`src/inc/rlis_pkg.sv`:
```
package rlis_pkg;
  // ==========================================================================
  // Timing
  localparam int unsigned CLK_MHZ           = 100;
  localparam int unsigned DATA_CLK_MHZ      = 1250;
  localparam int unsigned SYNC_WAIT_PERIODS = 160000;
  localparam int unsigned RX_WAIT_PERIODS   = 135000;
  localparam int unsigned SYNC_WAIT_CYCLES  =
    (SYNC_WAIT_PERIODS * CLK_MHZ + DATA_CLK_MHZ - 1) / DATA_CLK_MHZ;
  localparam int unsigned RX_WAIT_CYCLES    =
    (RX_WAIT_PERIODS * CLK_MHZ + DATA_CLK_MHZ - 1) / DATA_CLK_MHZ;
  localparam logic [3:0]  SPI_HALF_CYCLES   = 4'h4;
  localparam logic [3:0]  SPI_LAST_BIT      = 4'hF;
  localparam logic [1:0]  MAX_ATTEMPTS      = 2'h3;
  // ==========================================================================
  // Device register addresses and values
  localparam logic [6:0] DEV_PORT_CFG    = 7'h00;
  localparam logic [6:0] DEV_CUR_LO      = 7'h06;
  localparam logic [6:0] DEV_CUR_HI      = 7'h07;
  localparam logic [6:0] DEV_MODE        = 7'h08;
  localparam logic [6:0] DEV_CLK_STATUS  = 7'h0D;
  localparam logic [6:0] DEV_CTRL        = 7'h10;
  localparam logic [6:0] DEV_SKEW        = 7'h13;
  localparam logic [6:0] DEV_CODE_HI     = 7'h14;
  localparam logic [6:0] DEV_LOCK_STATUS = 7'h21;
  localparam logic [7:0] VAL_SOFT_RESET  = 8'h20;
  localparam logic [7:0] VAL_RESET_CLEAR = 8'h00;
  localparam logic [7:0] VAL_SYNC_OFF    = 8'h00;
  localparam logic [7:0] VAL_LOOP_MASTER = 8'h60;
  localparam logic [7:0] VAL_LOOP_SLAVE  = 8'h40;
  localparam logic [3:0] NIB_ON_MASTER   = 4'h7;
  localparam logic [3:0] NIB_ON_SLAVE    = 4'h5;
  localparam logic [3:0] NIB_RX_OFF      = 4'h0;
  localparam logic [3:0] NIB_RX_LOOP     = 4'h2;
  localparam logic [3:0] NIB_RX_TRACK    = 4'h3;
  localparam logic [7:0] VAL_SKEW        = 8'h72;
  localparam logic [7:0] VAL_LOCK_MASTER = 8'h90;
  localparam logic [7:0] VAL_LOCK_SLAVE  = 8'h00;
  localparam logic [1:0] VAL_CLK_FIELD   = 2'h2;
  localparam int unsigned CLK_FIELD_LSB  = 4;
  localparam logic [7:0] VAL_RX_LOCKED   = 8'h09;
  localparam logic [9:0] CODE_TOLERANCE  = 10'h028;
  // ==========================================================================
  // Wishbone register offsets, fields and reset values
  localparam logic [7:0] OFF_CTRL     = 8'h00;
  localparam logic [7:0] OFF_STATUS   = 8'h04;
  localparam logic [7:0] OFF_IRQ_STAT = 8'h08;
  localparam logic [7:0] OFF_IRQ_CLR  = 8'h0C;
  localparam logic [7:0] OFF_IRQ_EN   = 8'h10;
  localparam logic [7:0] OFF_CURRENT  = 8'h14;
  localparam logic [7:0] OFF_MODE     = 8'h18;
  localparam logic [7:0] OFF_MCODE    = 8'h1C;
  localparam logic [7:0] OFF_RCODE    = 8'h20;
  localparam int unsigned CTRL_START  = 0;
  localparam int unsigned CTRL_MASTER = 1;
  localparam int unsigned CTRL_MULTI  = 2;
  localparam int unsigned CTRL_CUR    = 3;
  localparam int unsigned CTRL_MODE   = 4;
  localparam int unsigned IRQ_DONE    = 0;
  localparam int unsigned IRQ_SYNC    = 1;
  localparam int unsigned IRQ_RX      = 2;
  localparam int unsigned IRQ_CODE    = 3;
  localparam int unsigned IRQ_W       = 4;
  localparam logic [7:0] RST_CUR_LO   = 8'h00;
  localparam logic [7:0] RST_CUR_HI   = 8'h02;
  localparam logic [7:0] RST_MODE     = 8'h00;
  // ==========================================================================
  // Types
  typedef struct packed {
    logic       read;
    logic [6:0] addr;
    logic [7:0] data;
  } rlis_spi_req_type;

  typedef enum logic [4:0] {
    ST_IDLE       = 5'h00,
    ST_SYNC_OFF   = 5'h01,
    ST_SYNC_LOOP  = 5'h03,
    ST_SYNC_ON    = 5'h02,
    ST_SYNC_WAIT  = 5'h06,
    ST_SYNC_CHECK = 5'h07,
    ST_CLK_CHECK  = 5'h05,
    ST_SKEW       = 5'h04,
    ST_RX_OFF     = 5'h0C,
    ST_RX_LOOP    = 5'h0D,
    ST_RX_TRACK   = 5'h0F,
    ST_RX_WAIT    = 5'h0E,
    ST_RX_CHECK   = 5'h0A,
    ST_CODE_LO    = 5'h0B,
    ST_CODE_HI    = 5'h09,
    ST_CUR_LO     = 5'h08,
    ST_CUR_HI     = 5'h18,
    ST_MODE_SET   = 5'h19,
    ST_SRST       = 5'h1B,
    ST_SRST_CLR   = 5'h1A
  } rlis_state_type;
endpackage : rlis_pkg

```
`src/rlis_top.sv`:
```
// Notes on behaviour
// After sync lock, read 0x21: 0x90 master, 0x00 slave; else redo sync setup.
// Read 0x0D, bits 5:4 must be 10; else soft reset again, three tries.
// The data source must already supply the data clock before receive bring-up.
// Write 0x72 to 0x13, fine data clock skew of 2.
// Disable receive controller: 0x10 low nibble 0, upper nibble 7 or 5.
// Then 0x10 low nibble 2: receive loop and interrupt enabled.
// Then 0x10 low nibble 3: receive search and track.
// Wait 135K data clocks, expect 0x09 in 0x21; else retry, three tries.
// Multi-device: read delay code, beyond 40 apart set target to average.
// Optionally write full scale current registers 0x06 and 0x07.
// Optionally write operation mode register 0x08.
// Disable sync controller with 0x00 in 0x10; receive retries return here.
// Sync loop enable 0x60 or 0x40, then full enable 0x70 or 0x50.
// One attempt counter per retry loop; three failures stop and flag.
`timescale 1ns/10ps
module rlis_top #(
  parameter int unsigned SYNC_WAIT = rlis_pkg::SYNC_WAIT_CYCLES,
  parameter int unsigned RX_WAIT   = rlis_pkg::RX_WAIT_CYCLES
) (
  // Clock and reset
  input  wire logic        clk,
  input  wire logic        rst,
  // Wishbone slave
  input  wire logic        wb_cyc,
  input  wire logic        wb_stb,
  input  wire logic        wb_we,
  input  wire logic [7:0]  wb_adr,
  input  wire logic [3:0]  wb_sel,
  input  wire logic [31:0] wb_wdata,
  output logic      [31:0] wb_rdata,
  output logic             wb_ack,
  output logic             irq,
  // Device serial port and data clock presence
  output logic             spi_sclk,
  output logic             spi_csn,
  output logic             spi_sdio,
  input  wire logic        spi_sdo,
  input  wire logic        data_clock_ready
);
  // ==========================================================================
  // Declarations
  rlis_pkg::rlis_state_type   state;
  rlis_pkg::rlis_state_type   next_state;
  rlis_pkg::rlis_spi_req_type op_req;
  logic [4:0]             ctrl;
  logic [rlis_pkg::IRQ_W-1:0] irq_stat;
  logic [rlis_pkg::IRQ_W-1:0] irq_en;
  logic [15:0]            cur_val;
  logic [7:0]             mode_val;
  logic [9:0]             master_code;
  logic [9:0]             readback_code;
  logic [9:0]             target_code;
  logic [7:0]             code_lo;
  logic [1:0]             sync_tries;
  logic [1:0]             reset_tries;
  logic [1:0]             rx_tries;
  logic [1:0]             next_sync_tries;
  logic [1:0]             next_reset_tries;
  logic [1:0]             next_rx_tries;
  logic [23:0]            wait_cnt;
  logic                   issued;
  logic                   sync_fail_evt;
  logic                   rx_fail_evt;
  logic [2:0]             flags;
  logic [1:0]             sdo_sync;
  logic [1:0]             dck_sync;
  logic                   spi_busy;
  logic                   spi_done;
  logic [3:0]             half_cnt;
  logic [3:0]             bit_cnt;
  logic [15:0]            shift_out;
  logic [7:0]             spi_rdata;
  logic [31:0]            next_rdata;

  // ==========================================================================
  // Wishbone decode
  wire        access    = wb_cyc & wb_stb;
  wire        wr_take   = access & wb_we & wb_ack;
  wire [31:0] lane_mask = {{8{wb_sel[3]}}, {8{wb_sel[2]}}, {8{wb_sel[1]}}, {8{wb_sel[0]}}};
  wire        wr_ctrl   = wr_take & (wb_adr == rlis_pkg::OFF_CTRL) & wb_sel[0];
  wire        wr_clr    = wr_take & (wb_adr == rlis_pkg::OFF_IRQ_CLR);
  wire        wr_en     = wr_take & (wb_adr == rlis_pkg::OFF_IRQ_EN);
  wire        wr_cur    = wr_take & (wb_adr == rlis_pkg::OFF_CURRENT);
  wire        wr_mode   = wr_take & (wb_adr == rlis_pkg::OFF_MODE) & wb_sel[0];
  wire        wr_mcode  = wr_take & (wb_adr == rlis_pkg::OFF_MCODE);
  wire        idle      = (state == rlis_pkg::ST_IDLE);
  wire        start     = wr_ctrl & wb_wdata[rlis_pkg::CTRL_START] & idle;
  wire        is_master = ctrl[rlis_pkg::CTRL_MASTER];
  wire [31:0] new_mcode = ({22'h000000, master_code} & ~lane_mask) | (wb_wdata & lane_mask);
  wire [31:0] new_cur   = ({16'h0000, cur_val} & ~lane_mask) | (wb_wdata & lane_mask);
  wire [31:0] status    = {14'h0000, rx_tries, reset_tries, sync_tries, 3'h0, state,
                           flags, ~idle};
  wire [rlis_pkg::IRQ_W-1:0] clr_mask = wb_wdata[rlis_pkg::IRQ_W-1:0];

  always_comb
  begin
    unique case (wb_adr)
      rlis_pkg::OFF_CTRL:     next_rdata = {27'h0000000, ctrl};
      rlis_pkg::OFF_STATUS:   next_rdata = status;
      rlis_pkg::OFF_IRQ_STAT: next_rdata = {28'h0000000, irq_stat};
      rlis_pkg::OFF_IRQ_EN:   next_rdata = {28'h0000000, irq_en};
      rlis_pkg::OFF_CURRENT:  next_rdata = {16'h0000, cur_val};
      rlis_pkg::OFF_MODE:     next_rdata = {24'h000000, mode_val};
      rlis_pkg::OFF_MCODE:    next_rdata = {22'h000000, master_code};
      rlis_pkg::OFF_RCODE:    next_rdata = {6'h00, target_code, 6'h00, readback_code};
      default:                next_rdata = 32'h00000000;
    endcase
  end

  always_ff @(posedge clk or posedge rst)
  begin
    if (rst)
    begin
      wb_ack   <= 1'b0;
      wb_rdata <= 32'h00000000;
    end
    else
    begin
      wb_ack   <= access & ~wb_ack;
      wb_rdata <= next_rdata;
    end
  end

  // ==========================================================================
  // Software registers
  always_ff @(posedge clk or posedge rst)
  begin
    if (rst)
    begin
      ctrl        <= 5'h00;
      irq_en      <= 4'h0;
      cur_val     <= {rlis_pkg::RST_CUR_HI, rlis_pkg::RST_CUR_LO};
      mode_val    <= rlis_pkg::RST_MODE;
      master_code <= 10'h000;
    end
    else
    begin
      if (wr_ctrl)
        ctrl <= {wb_wdata[4:1], 1'b0};
      if (wr_en & wb_sel[0])
        irq_en <= wb_wdata[rlis_pkg::IRQ_W-1:0];
      if (wr_cur)
        cur_val <= new_cur[15:0];
      if (wr_mode)
        mode_val <= wb_wdata[7:0];
      if (wr_mcode)
        master_code <= new_mcode[9:0];
    end
  end

  // ==========================================================================
  // Interrupts: a new event wins over a clear in the same cycle.
  wire [9:0]  rb_code   = {spi_rdata[1:0], code_lo};
  wire [9:0]  code_diff = (rb_code >= master_code) ? 10'(rb_code - master_code)
                                                   : 10'(master_code - rb_code);
  wire [10:0] code_sum  = {1'b0, rb_code} + {1'b0, master_code};
  wire code_fix  = (state == rlis_pkg::ST_CODE_HI) & spi_done
                   & (code_diff > rlis_pkg::CODE_TOLERANCE);
  wire done_evt  = spi_done & ~idle & (next_state == rlis_pkg::ST_IDLE) & ~sync_fail_evt
                   & ~rx_fail_evt;
  wire [rlis_pkg::IRQ_W-1:0] events = {code_fix, rx_fail_evt, sync_fail_evt, done_evt};

  always_ff @(posedge clk or posedge rst)
  begin
    if (rst)
      irq_stat <= 4'h0;
    else
      irq_stat <= (irq_stat & ~(wr_clr & wb_sel[0] ? clr_mask : 4'h0)) | events;
  end

  assign irq = |(irq_stat & irq_en);

  // ==========================================================================
  // Input synchronisers
  always_ff @(posedge clk or posedge rst)
  begin
    if (rst)
    begin
      sdo_sync <= 2'h0;
      dck_sync <= 2'h0;
    end
    else
    begin
      sdo_sync <= {sdo_sync[0], spi_sdo};
      dck_sync <= {dck_sync[0], data_clock_ready};
    end
  end

  // ==========================================================================
  // Delay code reconciliation

  always_ff @(posedge clk or posedge rst)
  begin
    if (rst)
    begin
      code_lo       <= 8'h00;
      readback_code <= 10'h000;
      target_code   <= 10'h000;
    end
    else
    begin
      if ((state == rlis_pkg::ST_CODE_LO) && spi_done)
        code_lo <= spi_rdata;
      if ((state == rlis_pkg::ST_CODE_HI) && spi_done)
      begin
        readback_code <= rb_code;
        target_code   <= code_fix ? code_sum[10:1] : master_code;
      end
    end
  end

  // ==========================================================================
  // Device command per state
  function automatic rlis_pkg::rlis_spi_req_type state_req(
    input rlis_pkg::rlis_state_type st,
    input logic                     master,
    input logic [15:0]              cur,
    input logic [7:0]               mode
  );
    logic [3:0] nib;
    nib = master ? rlis_pkg::NIB_ON_MASTER : rlis_pkg::NIB_ON_SLAVE;
    unique case (st)
      rlis_pkg::ST_SYNC_OFF:   state_req = '{1'b0, rlis_pkg::DEV_CTRL, rlis_pkg::VAL_SYNC_OFF};
      rlis_pkg::ST_SYNC_LOOP:  state_req = '{1'b0, rlis_pkg::DEV_CTRL,
        master ? rlis_pkg::VAL_LOOP_MASTER : rlis_pkg::VAL_LOOP_SLAVE};
      rlis_pkg::ST_SYNC_ON:    state_req = '{1'b0, rlis_pkg::DEV_CTRL, {nib, 4'h0}};
      rlis_pkg::ST_SKEW:       state_req = '{1'b0, rlis_pkg::DEV_SKEW, rlis_pkg::VAL_SKEW};
      rlis_pkg::ST_RX_OFF:     state_req = '{1'b0, rlis_pkg::DEV_CTRL, {nib, rlis_pkg::NIB_RX_OFF}};
      rlis_pkg::ST_RX_LOOP:    state_req = '{1'b0, rlis_pkg::DEV_CTRL, {nib, rlis_pkg::NIB_RX_LOOP}};
      rlis_pkg::ST_RX_TRACK:   state_req = '{1'b0, rlis_pkg::DEV_CTRL, {nib, rlis_pkg::NIB_RX_TRACK}};
      rlis_pkg::ST_SYNC_CHECK: state_req = '{1'b1, rlis_pkg::DEV_LOCK_STATUS, 8'h00};
      rlis_pkg::ST_RX_CHECK:   state_req = '{1'b1, rlis_pkg::DEV_LOCK_STATUS, 8'h00};
      rlis_pkg::ST_CLK_CHECK:  state_req = '{1'b1, rlis_pkg::DEV_CLK_STATUS, 8'h00};
      rlis_pkg::ST_CODE_LO:    state_req = '{1'b1, rlis_pkg::DEV_SKEW, 8'h00};
      rlis_pkg::ST_CODE_HI:    state_req = '{1'b1, rlis_pkg::DEV_CODE_HI, 8'h00};
      rlis_pkg::ST_CUR_LO:     state_req = '{1'b0, rlis_pkg::DEV_CUR_LO, cur[7:0]};
      rlis_pkg::ST_CUR_HI:     state_req = '{1'b0, rlis_pkg::DEV_CUR_HI, cur[15:8]};
      rlis_pkg::ST_MODE_SET:   state_req = '{1'b0, rlis_pkg::DEV_MODE, mode};
      rlis_pkg::ST_SRST:       state_req = '{1'b0, rlis_pkg::DEV_PORT_CFG, rlis_pkg::VAL_SOFT_RESET};
      rlis_pkg::ST_SRST_CLR:   state_req = '{1'b0, rlis_pkg::DEV_PORT_CFG,
        rlis_pkg::VAL_RESET_CLEAR};
      default:                 state_req = '{1'b1, 7'h00, 8'h00};
    endcase
  endfunction : state_req

  assign op_req = state_req(state, is_master, cur_val, mode_val);

  // The skew write opens the receive bring-up, so it waits for the data clock.
  wire is_op   = ~idle & (state != rlis_pkg::ST_SYNC_WAIT) & (state != rlis_pkg::ST_RX_WAIT);
  wire dck_ok  = (state != rlis_pkg::ST_SKEW) | dck_sync[1];
  wire spi_go  = is_op & ~issued & ~spi_busy & dck_ok;
  wire is_wait = (state == rlis_pkg::ST_SYNC_WAIT) | (state == rlis_pkg::ST_RX_WAIT);
  wire sync_wait_over = wait_cnt == 24'(SYNC_WAIT - 1);
  wire rx_wait_over   = wait_cnt == 24'(RX_WAIT - 1);
  wire sync_locked = spi_rdata == (is_master ? rlis_pkg::VAL_LOCK_MASTER
                                             : rlis_pkg::VAL_LOCK_SLAVE);
  wire clk_ok  = spi_rdata[rlis_pkg::CLK_FIELD_LSB +: 2] == rlis_pkg::VAL_CLK_FIELD;
  wire rx_locked = spi_rdata == rlis_pkg::VAL_RX_LOCKED;
  wire [4:0] after_cur  = ctrl[rlis_pkg::CTRL_MODE] ? rlis_pkg::ST_MODE_SET : rlis_pkg::ST_IDLE;
  wire [4:0] after_code = ctrl[rlis_pkg::CTRL_CUR] ? rlis_pkg::ST_CUR_LO : after_cur;
  wire [4:0] after_rx   = ctrl[rlis_pkg::CTRL_MULTI] ? rlis_pkg::ST_CODE_LO : after_code;

  // ==========================================================================
  // Sequencer
  always_comb
  begin
    next_state       = state;
    next_sync_tries  = sync_tries;
    next_reset_tries = reset_tries;
    next_rx_tries    = rx_tries;
    sync_fail_evt    = 1'b0;
    rx_fail_evt      = 1'b0;
    unique case (state)
      rlis_pkg::ST_IDLE:
        if (start)
        begin
          next_state       = rlis_pkg::ST_SYNC_OFF;
          next_sync_tries  = 2'h0;
          next_reset_tries = 2'h0;
          next_rx_tries    = 2'h0;
        end
      rlis_pkg::ST_SYNC_OFF:  if (spi_done) next_state = rlis_pkg::ST_SYNC_LOOP;
      rlis_pkg::ST_SYNC_LOOP: if (spi_done) next_state = rlis_pkg::ST_SYNC_ON;
      rlis_pkg::ST_SYNC_ON:   if (spi_done) next_state = rlis_pkg::ST_SYNC_WAIT;
      rlis_pkg::ST_SYNC_WAIT: if (sync_wait_over) next_state = rlis_pkg::ST_SYNC_CHECK;
      rlis_pkg::ST_SYNC_CHECK:
        if (spi_done && sync_locked)
          next_state = rlis_pkg::ST_CLK_CHECK;
        else if (spi_done && (2'(sync_tries + 2'h1) == rlis_pkg::MAX_ATTEMPTS))
        begin
          next_state    = rlis_pkg::ST_IDLE;
          sync_fail_evt = 1'b1;
        end
        else if (spi_done)
        begin
          next_sync_tries = 2'(sync_tries + 2'h1);
          next_state      = rlis_pkg::ST_SYNC_OFF;
        end
      rlis_pkg::ST_CLK_CHECK:
        if (spi_done && clk_ok)
          next_state = rlis_pkg::ST_SKEW;
        else if (spi_done && (2'(reset_tries + 2'h1) == rlis_pkg::MAX_ATTEMPTS))
        begin
          next_state    = rlis_pkg::ST_IDLE;
          sync_fail_evt = 1'b1;
        end
        else if (spi_done)
        begin
          next_reset_tries = 2'(reset_tries + 2'h1);
          next_state       = rlis_pkg::ST_SRST;
        end
      rlis_pkg::ST_SRST:     if (spi_done) next_state = rlis_pkg::ST_SRST_CLR;
      rlis_pkg::ST_SRST_CLR: if (spi_done) next_state = rlis_pkg::ST_SYNC_OFF;
      rlis_pkg::ST_SKEW:     if (spi_done) next_state = rlis_pkg::ST_RX_OFF;
      rlis_pkg::ST_RX_OFF:   if (spi_done) next_state = rlis_pkg::ST_RX_LOOP;
      rlis_pkg::ST_RX_LOOP:  if (spi_done) next_state = rlis_pkg::ST_RX_TRACK;
      rlis_pkg::ST_RX_TRACK: if (spi_done) next_state = rlis_pkg::ST_RX_WAIT;
      rlis_pkg::ST_RX_WAIT:  if (rx_wait_over) next_state = rlis_pkg::ST_RX_CHECK;
      rlis_pkg::ST_RX_CHECK:
        if (spi_done && rx_locked)
          next_state = rlis_pkg::rlis_state_type'(after_rx);
        else if (spi_done && (2'(rx_tries + 2'h1) == rlis_pkg::MAX_ATTEMPTS))
        begin
          next_state  = rlis_pkg::ST_IDLE;
          rx_fail_evt = 1'b1;
        end
        else if (spi_done)
        begin
          next_rx_tries = 2'(rx_tries + 2'h1);
          next_state    = rlis_pkg::ST_SYNC_OFF;
        end
      rlis_pkg::ST_CODE_LO:  if (spi_done) next_state = rlis_pkg::ST_CODE_HI;
      rlis_pkg::ST_CODE_HI:
        if (spi_done) next_state = rlis_pkg::rlis_state_type'(after_code);
      rlis_pkg::ST_CUR_LO:   if (spi_done) next_state = rlis_pkg::ST_CUR_HI;
      rlis_pkg::ST_CUR_HI:
        if (spi_done) next_state = rlis_pkg::rlis_state_type'(after_cur);
      rlis_pkg::ST_MODE_SET: if (spi_done) next_state = rlis_pkg::ST_IDLE;
      default:               next_state = rlis_pkg::ST_IDLE;
    endcase
  end

  always_ff @(posedge clk or posedge rst)
  begin
    if (rst)
    begin
      state       <= rlis_pkg::ST_IDLE;
      sync_tries  <= 2'h0;
      reset_tries <= 2'h0;
      rx_tries    <= 2'h0;
      issued      <= 1'b0;
      wait_cnt    <= 24'h000000;
      flags       <= 3'h0;
    end
    else
    begin
      state       <= next_state;
      sync_tries  <= next_sync_tries;
      reset_tries <= next_reset_tries;
      rx_tries    <= next_rx_tries;
      issued      <= spi_go | (issued & ~spi_done);
      wait_cnt    <= is_wait ? 24'(wait_cnt + 24'h000001) : 24'h000000;
      if (start)
        flags <= 3'h0;
      else
        flags <= flags | {rx_fail_evt, sync_fail_evt, done_evt};
    end
  end

  // ==========================================================================
  // Serial port: 16-bit frame, clock idles low, data out on the falling edge.
  // Sampling uses the synchronised input, so the half period must exceed two clocks.
  always_ff @(posedge clk or posedge rst)
  begin
    if (rst)
    begin
      spi_busy  <= 1'b0;
      spi_done  <= 1'b0;
      spi_csn   <= 1'b1;
      spi_sclk  <= 1'b0;
      half_cnt  <= 4'h0;
      bit_cnt   <= 4'h0;
      shift_out <= 16'h0000;
      spi_rdata <= 8'h00;
    end
    else
    begin
      spi_done <= 1'b0;
      if (spi_go)
      begin
        spi_busy  <= 1'b1;
        spi_csn   <= 1'b0;
        half_cnt  <= 4'h0;
        bit_cnt   <= 4'h0;
        shift_out <= op_req;
      end
      else if (spi_busy && (half_cnt == 4'(rlis_pkg::SPI_HALF_CYCLES - 4'h1)))
      begin
        half_cnt <= 4'h0;
        spi_sclk <= ~spi_sclk;
        if (!spi_sclk)
          spi_rdata <= {spi_rdata[6:0], sdo_sync[1]};
        else
        begin
          shift_out <= {shift_out[14:0], 1'b0};
          bit_cnt   <= 4'(bit_cnt + 4'h1);
          if (bit_cnt == rlis_pkg::SPI_LAST_BIT)
          begin
            spi_busy <= 1'b0;
            spi_csn  <= 1'b1;
            spi_done <= 1'b1;
          end
        end
      end
      else if (spi_busy)
        half_cnt <= 4'(half_cnt + 4'h1);
    end
  end

  assign spi_sdio = shift_out[15];
endmodule : rlis_top

```
`config.mk`:
```
export PLATFORM = sky130hd
export DESIGN_NAME = rlis_top
export DESIGN_NICKNAME = d
export VERILOG_FILES = /design/src/inc/rlis_pkg.sv /design/src/rlis_top.sv
export SDC_FILE = /design/constraint.sdc
export NUM_CORES = 1
export LEC_CHECK = 0
export BUFFER_PORTS_ARGS = -buffer_cell sky130_fd_sc_hd__buf_2
export CORE_MARGIN = 3
export CORE_UTILIZATION = 34
export DETAILED_ROUTE_END_ITERATION = 10
export HOLD_SLACK_MARGIN = 0.1
export PLACE_DENSITY = 0.49
export RECOVER_POWER = 50
export SYNTH_ARGS = -nofsm -noshare
export SYNTH_HDL_FRONTEND = slang
export SYNTH_SLANG_ARGS = --single-unit
```
`constraint.sdc`:
```
create_clock -name clk -period 5.9 [get_ports clk]
set_input_delay 1.18 -clock clk [delete_from_list [all_inputs] [get_ports clk]]
set_output_delay 1.18 -clock clk [all_outputs]
set_load 0.01 [all_outputs]
```
==> results.yml, run 1 <==
logic_synthesis:
  netlist_instances: 1029
  synth_edf_count: 0
  async_reset_ff_share_pct: 100.0
  ys_ff_latch: 180
  synth_flop_cell: "dfrtp_1"
  yosysUniqueCellTypes: 78
  syn_area_um2: 9832
  yosysWarnings: 0
  yosysSeqAreaShare_pct: 45.84
  syn_avg_cell_area_um2: 9.555
hold_path:
  hold_path_class: "reg2reg"
  min_to: "dck_sync[1]"
  worstHoldPathCells: 0
  hp-start: "dck_sync[0]"
detailed_routing:
  avgViaCountPerCell: 5.360
  avgRoutedWirePerCell_um: 18.77
  firstDrtPassIters: 7
  drtIter0Drc: 692
  routed_wl_um: 27440
  postRouteAntennaNets: 0
  drc: 0
  num_vias: 7837
outcome:
  status: "finished, final reports clean"
worst_setup_path:
  r2r_slack_ns: 1.60
  critPathMaxFanout: 20
  critPathRequiredTime_ns: 6.21
  critPathCaptureType: "register"
  ff2ff_path_depth: 11
  critical_path_class: "reg2reg"
  arrival_ns: 4.61
  startpoint_type: "register"
  worstReg2RegEnd: "target_code[9]"
clock_network:
  ctsHoldBuffers: 0
  clk_pin_slew_ns: 0.08
  cts.repair.resized: 0
  h-tree-depth: 4
  cts_tree: "yes"
  clockBufferDepth: 2
  numCtsBuffers: 17
  cts_root_buffer: "clkbuf_16"
  clock-sinks: 180
  clock_latency_ns: 0.44
  post_cts_buffers: 0
pwr:
  p_int_w: 0.001851
  p_leak_nw: 4.999
  sequentialPowerShare_pct: 49.2
  clkPwrFrac_pct: 47.8
  p_per_area_nw_per_um2: 227.5
  combPwrFrac_pct: 3.0
  p_sw_w: 0.0006741
  peakVddDrop_uv: 147.7
  switching_share_pct: 26.69
  finalPower_w: 0.002525
placed_design:
  place.gp.congestion: 0.8746
  post-place-cells: 1430
  hpwl_um: 19340
  place_area_um2: 10480
  portBuffers: 63
floorplan:
  ioPinCount: 88
  die_height_um: 176.1
  initial_utilization_pct: 34.91
  dieArea_um2: 30990
  core-area_um2: 28160
  rows: 61
  fp.dieW_um: 176.1
sta:
  maxSlewHeadroom_pct: 18.80
  timing.final.crit_share_pct: 72.90
  tightestPinTransition_ns: 1.209
  setup_viol: 0
  grt_setup_unrepaired: "no"
  hold_viol_final: 0
  tns_ns: 0
  min_period_ns: 4.301
  maxSlewViolCount: 0
  fin_worst_skew_ns: 0.02008
  max_clock_freq_mhz: 232.5
finish:
  utilization_pct: 39.42
  antenna_cells: 0
  multiInputGateArea_um2: 4923
  stdcell_area_um2: 11100
  area_growth_pct: 12.92
  seq_area_um2: 4507
  finalNonFillerCells: 1462
  fillers: 2840
  drive_above_1_share_pct: 15.59
  fin_nets: 1160
global_routing:
  antenna_found_initial: 0
  grt_pass1_wl_um: 44130
  grt_pass1_vias: 7576
  gr-usage-all-layers_pct: 18.11
  grt_overflow_total: 0
  grt_start_max_net_pins: 181
job:
  maxCapViolations: 0
[synth_stat cells, types with 9 or more instances]
cell | number | share of area, %
a21oi_1 | 37 | 1.9
a222oi_1 | 12 | 1.2
a22oi_1 | 19 | 1.5
and2_1 | 13 | 0.83
and3_1 | 18 | 1.1
buf_4 | 9 | 0.69
clkbuf_1 | 36 | 1.4
dfrtp_1 | 178 | 45
ha_1 | 35 | 4.5
inv_1 | 42 | 1.6
mux2_2 | 44 | 5.0
mux2i_1 | 12 | 1.2
nand2_1 | 127 | 4.8
nand3_1 | 42 | 2.1
nor2_1 | 80 | 3.1
nor2b_1 | 13 | 0.83
nor3_1 | 19 | 0.97
o21ai_0 | 83 | 4.2
or3_1 | 12 | 0.76
xnor2_1 | 14 | 1.2
xor2_1 | 22 | 2.0
[through the flow]
stage	hold slack, ns	setup slack [ns]
after floorplan	0.3312	2.413
after global placement	0.3431	1.690
after detailed placement	0.3449	1.649
after CTS	0.3720	1.628
after global routing	0.3840	1.355
final	0.3638	1.599
[logic make-up after synthesis]
kind of cell	count (synthesis)	share of synthesized area [%]
AND/OR/NAND/NOR	379	18.94
AO/OA/AOI/OAI	240	16.17
flip-flops	180	45.84
buffers and inverters	98	4.378
multiplexers	56	6.261
adder cells (fa/ha/maj)	39	5.167
XOR/XNOR	36	3.207
other	1	0.03814
[area by class of cell]
| class | count | area share, % |
|---|---|---|
| Clock buffer | 17 | 3.832 |
| Clock inverter | 15 | 1.882 |
| Inverter | 42 | 1.431 |
| Multi-Input combinational cell | 756 | 44.35 |
| Sequential cell | 180 | 40.60 |
| Tap cell | 378 | 4.260 |
| Timing Repair Buffer | 74 | 3.652 |
[critical path, stage by stage, from the launching register on]
cell and delay [ns]:
dfrtp_1 0.50, ha_1 0.29, fa_1 0.41, nand2b_1 0.17, o2bb2ai_1 0.23, a2111oi_2 0.59, o21ai_0 0.21, a21oi_1 0.21
a211oi_2 0.07, nor4_4 1.04, mux2i_1 0.36, o21ai_1 0.09
[layout by cell type (no fill, tap or decap), types with 9 or more instances in the layout]
cell type	n
dfrtp_1	178
nand2_1	127
o21ai_0	83
nor2_1	79
buf_2	62
mux2_2	44
nand3_1	42
inv_1	41
a21oi_1	37
ha_1	35
xor2_1	22
nor3_1	19
a22oi_1	19
and3_1	18
clkbuf_16	17
xnor2_1	14
nor2b_1	13
or3_1	12
mux2i_1	12
and2_1	12
a222oi_1	12
buf_4	9
[how the worst max path moves through the flow]
stage,slack [ns],end,start,cells past startpoint
2_1_floorplan,2.41,asynchronous set/reset pin,rst,1
3_3_place_gp,1.69,target_code[9],register,11
6_report,1.60,target_code[9],register,11
4_1_cts,1.63,target_code[9],register,11
5_1_grt,1.35,target_code[9],register,11
3_5_place_dp,1.65,target_code[9],register,11
[power groups by stage]
stage,Combinational [W],Clock (W),Sequential [W]
detailed placement,0.0000781,0,0.00127
global route,0.0000863,0.00129,0.00124
CTS,0.0000782,0.00125,0.00124
finish,0.0000755,0.00121,0.00124
floorplan,0.0000483,0,0.00127
global placement,0.0000785,0,0.00127
[layer usage]
| metal | up-vias | wire length [um] | GRT usage, % |
|---|---|---|---|
| met2 | 184 | 12730 | 27.92 |
| met5 | - | 0 | 0 |
| li1 | 3757 | - | - |
| met4 | 0 | 395 | 4.982 |
| met1 | 3876 | 13190 | 26.75 |
| met3 | 20 | 1129 | 2.409 |
Power figures use the tool's default switching activity.
==> inputs of run 2 (changes only) <==
Clock period 5.9 ns to 3.7 ns, I/O delays scaled along.
==> run 2 against run 1 <==
Compared with the run above: the flow now finishes with violations (capacitance limit, slew limit); wire length rose by 4.1%; final cell count is 2.4% higher; clock skew shrank 0.0070 ns; sequential cell count unchanged; clock power increased by 50%; clock-buffer cell count rose by 2; largest cell class unchanged.
==> results.yml, run 2 (synthesized netlist as in run 1, its figures left out) <==
global_routing:
  grt_pass1_vias: 7977
  gr-usage-all-layers_pct: 18.81
  grt_start_max_net_pins: 68
  grt_pass1_wl_um: 45800
  grt_overflow_total: 0
  antenna_found_initial: 0
clock_network:
  clockBufferDepth: 2
  h-tree-depth: 4
  clock_latency_ns: 0.44
  numCtsBuffers: 17
  cts_root_buffer: "clkbuf_16"
  cts_tree: "yes"
  clk_pin_slew_ns: 0.08
  clock-sinks: 180
detailed_routing:
  num_vias: 7980
  postRouteAntennaNets: 0
  avgViaCountPerCell: 5.331
  avgRoutedWirePerCell_um: 19.09
  routed_wl_um: 28580
  drc: 0
  firstDrtPassIters: 6
  drtIter0Drc: 625
placed_design:
  hpwl_um: 20890
  portBuffers: 63
  place.gp.congestion: 0.8482
  post-place-cells: 1461
finish:
  drive_above_1_share_pct: 17.96
  final_common_cell: "dfrtp_1"
  finalNonFillerCells: 1497
  area_growth_pct: 15.31
  antenna_cells: 0
  fin_nets: 1195
  fillers: 2809
  layout_common_cells: "dfrtp_1, nand2_1, o21ai_0, nor2_1, buf_2"
worst_setup_path:
  arrival_ns: 3.85
  critPathMaxFanout: 10
  critPathRequiredTime_ns: 4.04
  critPathCaptureType: "register"
  startpoint_type: "register"
  critical_path_class: "reg2reg"
outcome:
  violations: "capacitance limit, slew limit"
  status: "finished with violations"
floorplan:
  fp.dieW_um: 176.1
  die_height_um: 176.1
  initial_utilization_pct: 34.91
  dieArea_um2: 30990
  core-area_um2: 28160
  rows: 61
  ioPinCount: 88
sta:
  tns_ns: 0
  holdWs_ns: 0.3568
  maxSlewHeadroom_pct: -20.66
  tightestPinTransition_ns: 1.800
  maxSlewViolCount: 108
  timing.final.crit_share_pct: 94.87
  max_clock_freq_mhz: 284.9
  min_period_ns: 3.510
  fin_worst_skew_ns: 0.01304
  setup_viol: 0
  hold_viol_final: 0
pwr:
  p_per_area_nw_per_um2: 347.5
  p_leak_nw: 5.147
  finalPower_w: 0.003940
  peakVddDrop_uv: 281.8
hold_path:
  hold_path_class: "reg2reg"
job:
  maxCapViolations: 2
## run 2: cell count changes in the layout (fill, tap and decap cells not counted), sizes merged
cell / previous run / this run
buf: 72 / 99
inv: 50 / 49
clkinv: 6 / 5
clkbuf: 19 / 29
## run 2: metrics by stage
stage | utilization (%) | cell area (um^2) | worst slack [ns]
final | 40.26 | 11340 | 0.1899
after global routing | 40.26 | 11340 | -0.003861
after CTS | 40.18 | 11310 | 0.2019
after detailed placement | 38.12 | 10740 | 0.2196
after global placement | 38.12 | 10740 | 0.2797
after floorplan | - | 9854 | 0.5425
## run 2: where the power goes
group / internal (W) / leakage, nW / switching, W
registers: 0.00197 / 2.41 / 0.00000666
clock network: 0.000919 / 0.286 / 0.000903
logic: 0.0000435 / 2.45 / 0.0000950
total: 0.00294 / 5.15 / 0.00100
## run 2: worst paths after layout
kind	from	end	slack (ns)	cells after the start
min in group asynchronous	rst	dck_sync[1]	0.73	2
setup reg to reg	code_lo[0]	target_code[8]	0.19	13
max in group asynchronous	rst	asynchronous set/reset pin	0.64	3
hold reg to reg	dck_sync[0]	dck_sync[1]	0.36	0
setup / recovery	code_lo[0]	target_code[8]	0.19	13
hold / removal	dck_sync[0]	dck_sync[1]	0.36	0
## run 2: cell type report
cell class / count / area [um^2] / area share, %
Inverter: 42 / 158.9 / 1.402
Timing Repair Buffer: 109 / 669.4 / 5.904
Sequential cell: 180 / 4507 / 39.75
Clock inverter: 13 / 135.1 / 1.192
Tap cell: 378 / 473.0 / 4.172
Clock buffer: 19 / 442.9 / 3.907
Multi-Input combinational cell: 756 / 4951 / 43.67
## run 2: per-layer routing
layer	part of all wire [%]	vias to the layer above	wire (um)	global-route usage (%)
li1	-	3832	-	-
met1	47	3929	13470	26.76
met2	47	198	13420	29.91
met3	4.6	21	1315	3.247
met4	1.3	0	376	4.619
met5	0	-	0	0
## run 2: what timing repair did
item,in CTS,in global routing
setup buffers,0,3
endpoints found under the hold margin,0,0
setup endpoints to repair,0,1
resized for setup,0,5
hold buffers,0,0
## run 2: critical path: stages, from the launching register on
cell and delay (ns):
dfrtp_1 0.37, inv_1 0.07, ha_1 0.22, fa_1 0.41
nand2b_1 0.19, o2bb2ai_2 0.18, a2111o_1 0.55, nand2_2 0.11
mux2_2 0.34, a22oi_2 0.26, nor4_4 0.08, buf_4 0.15
clkbuf_16 0.16, a221o_1 0.29
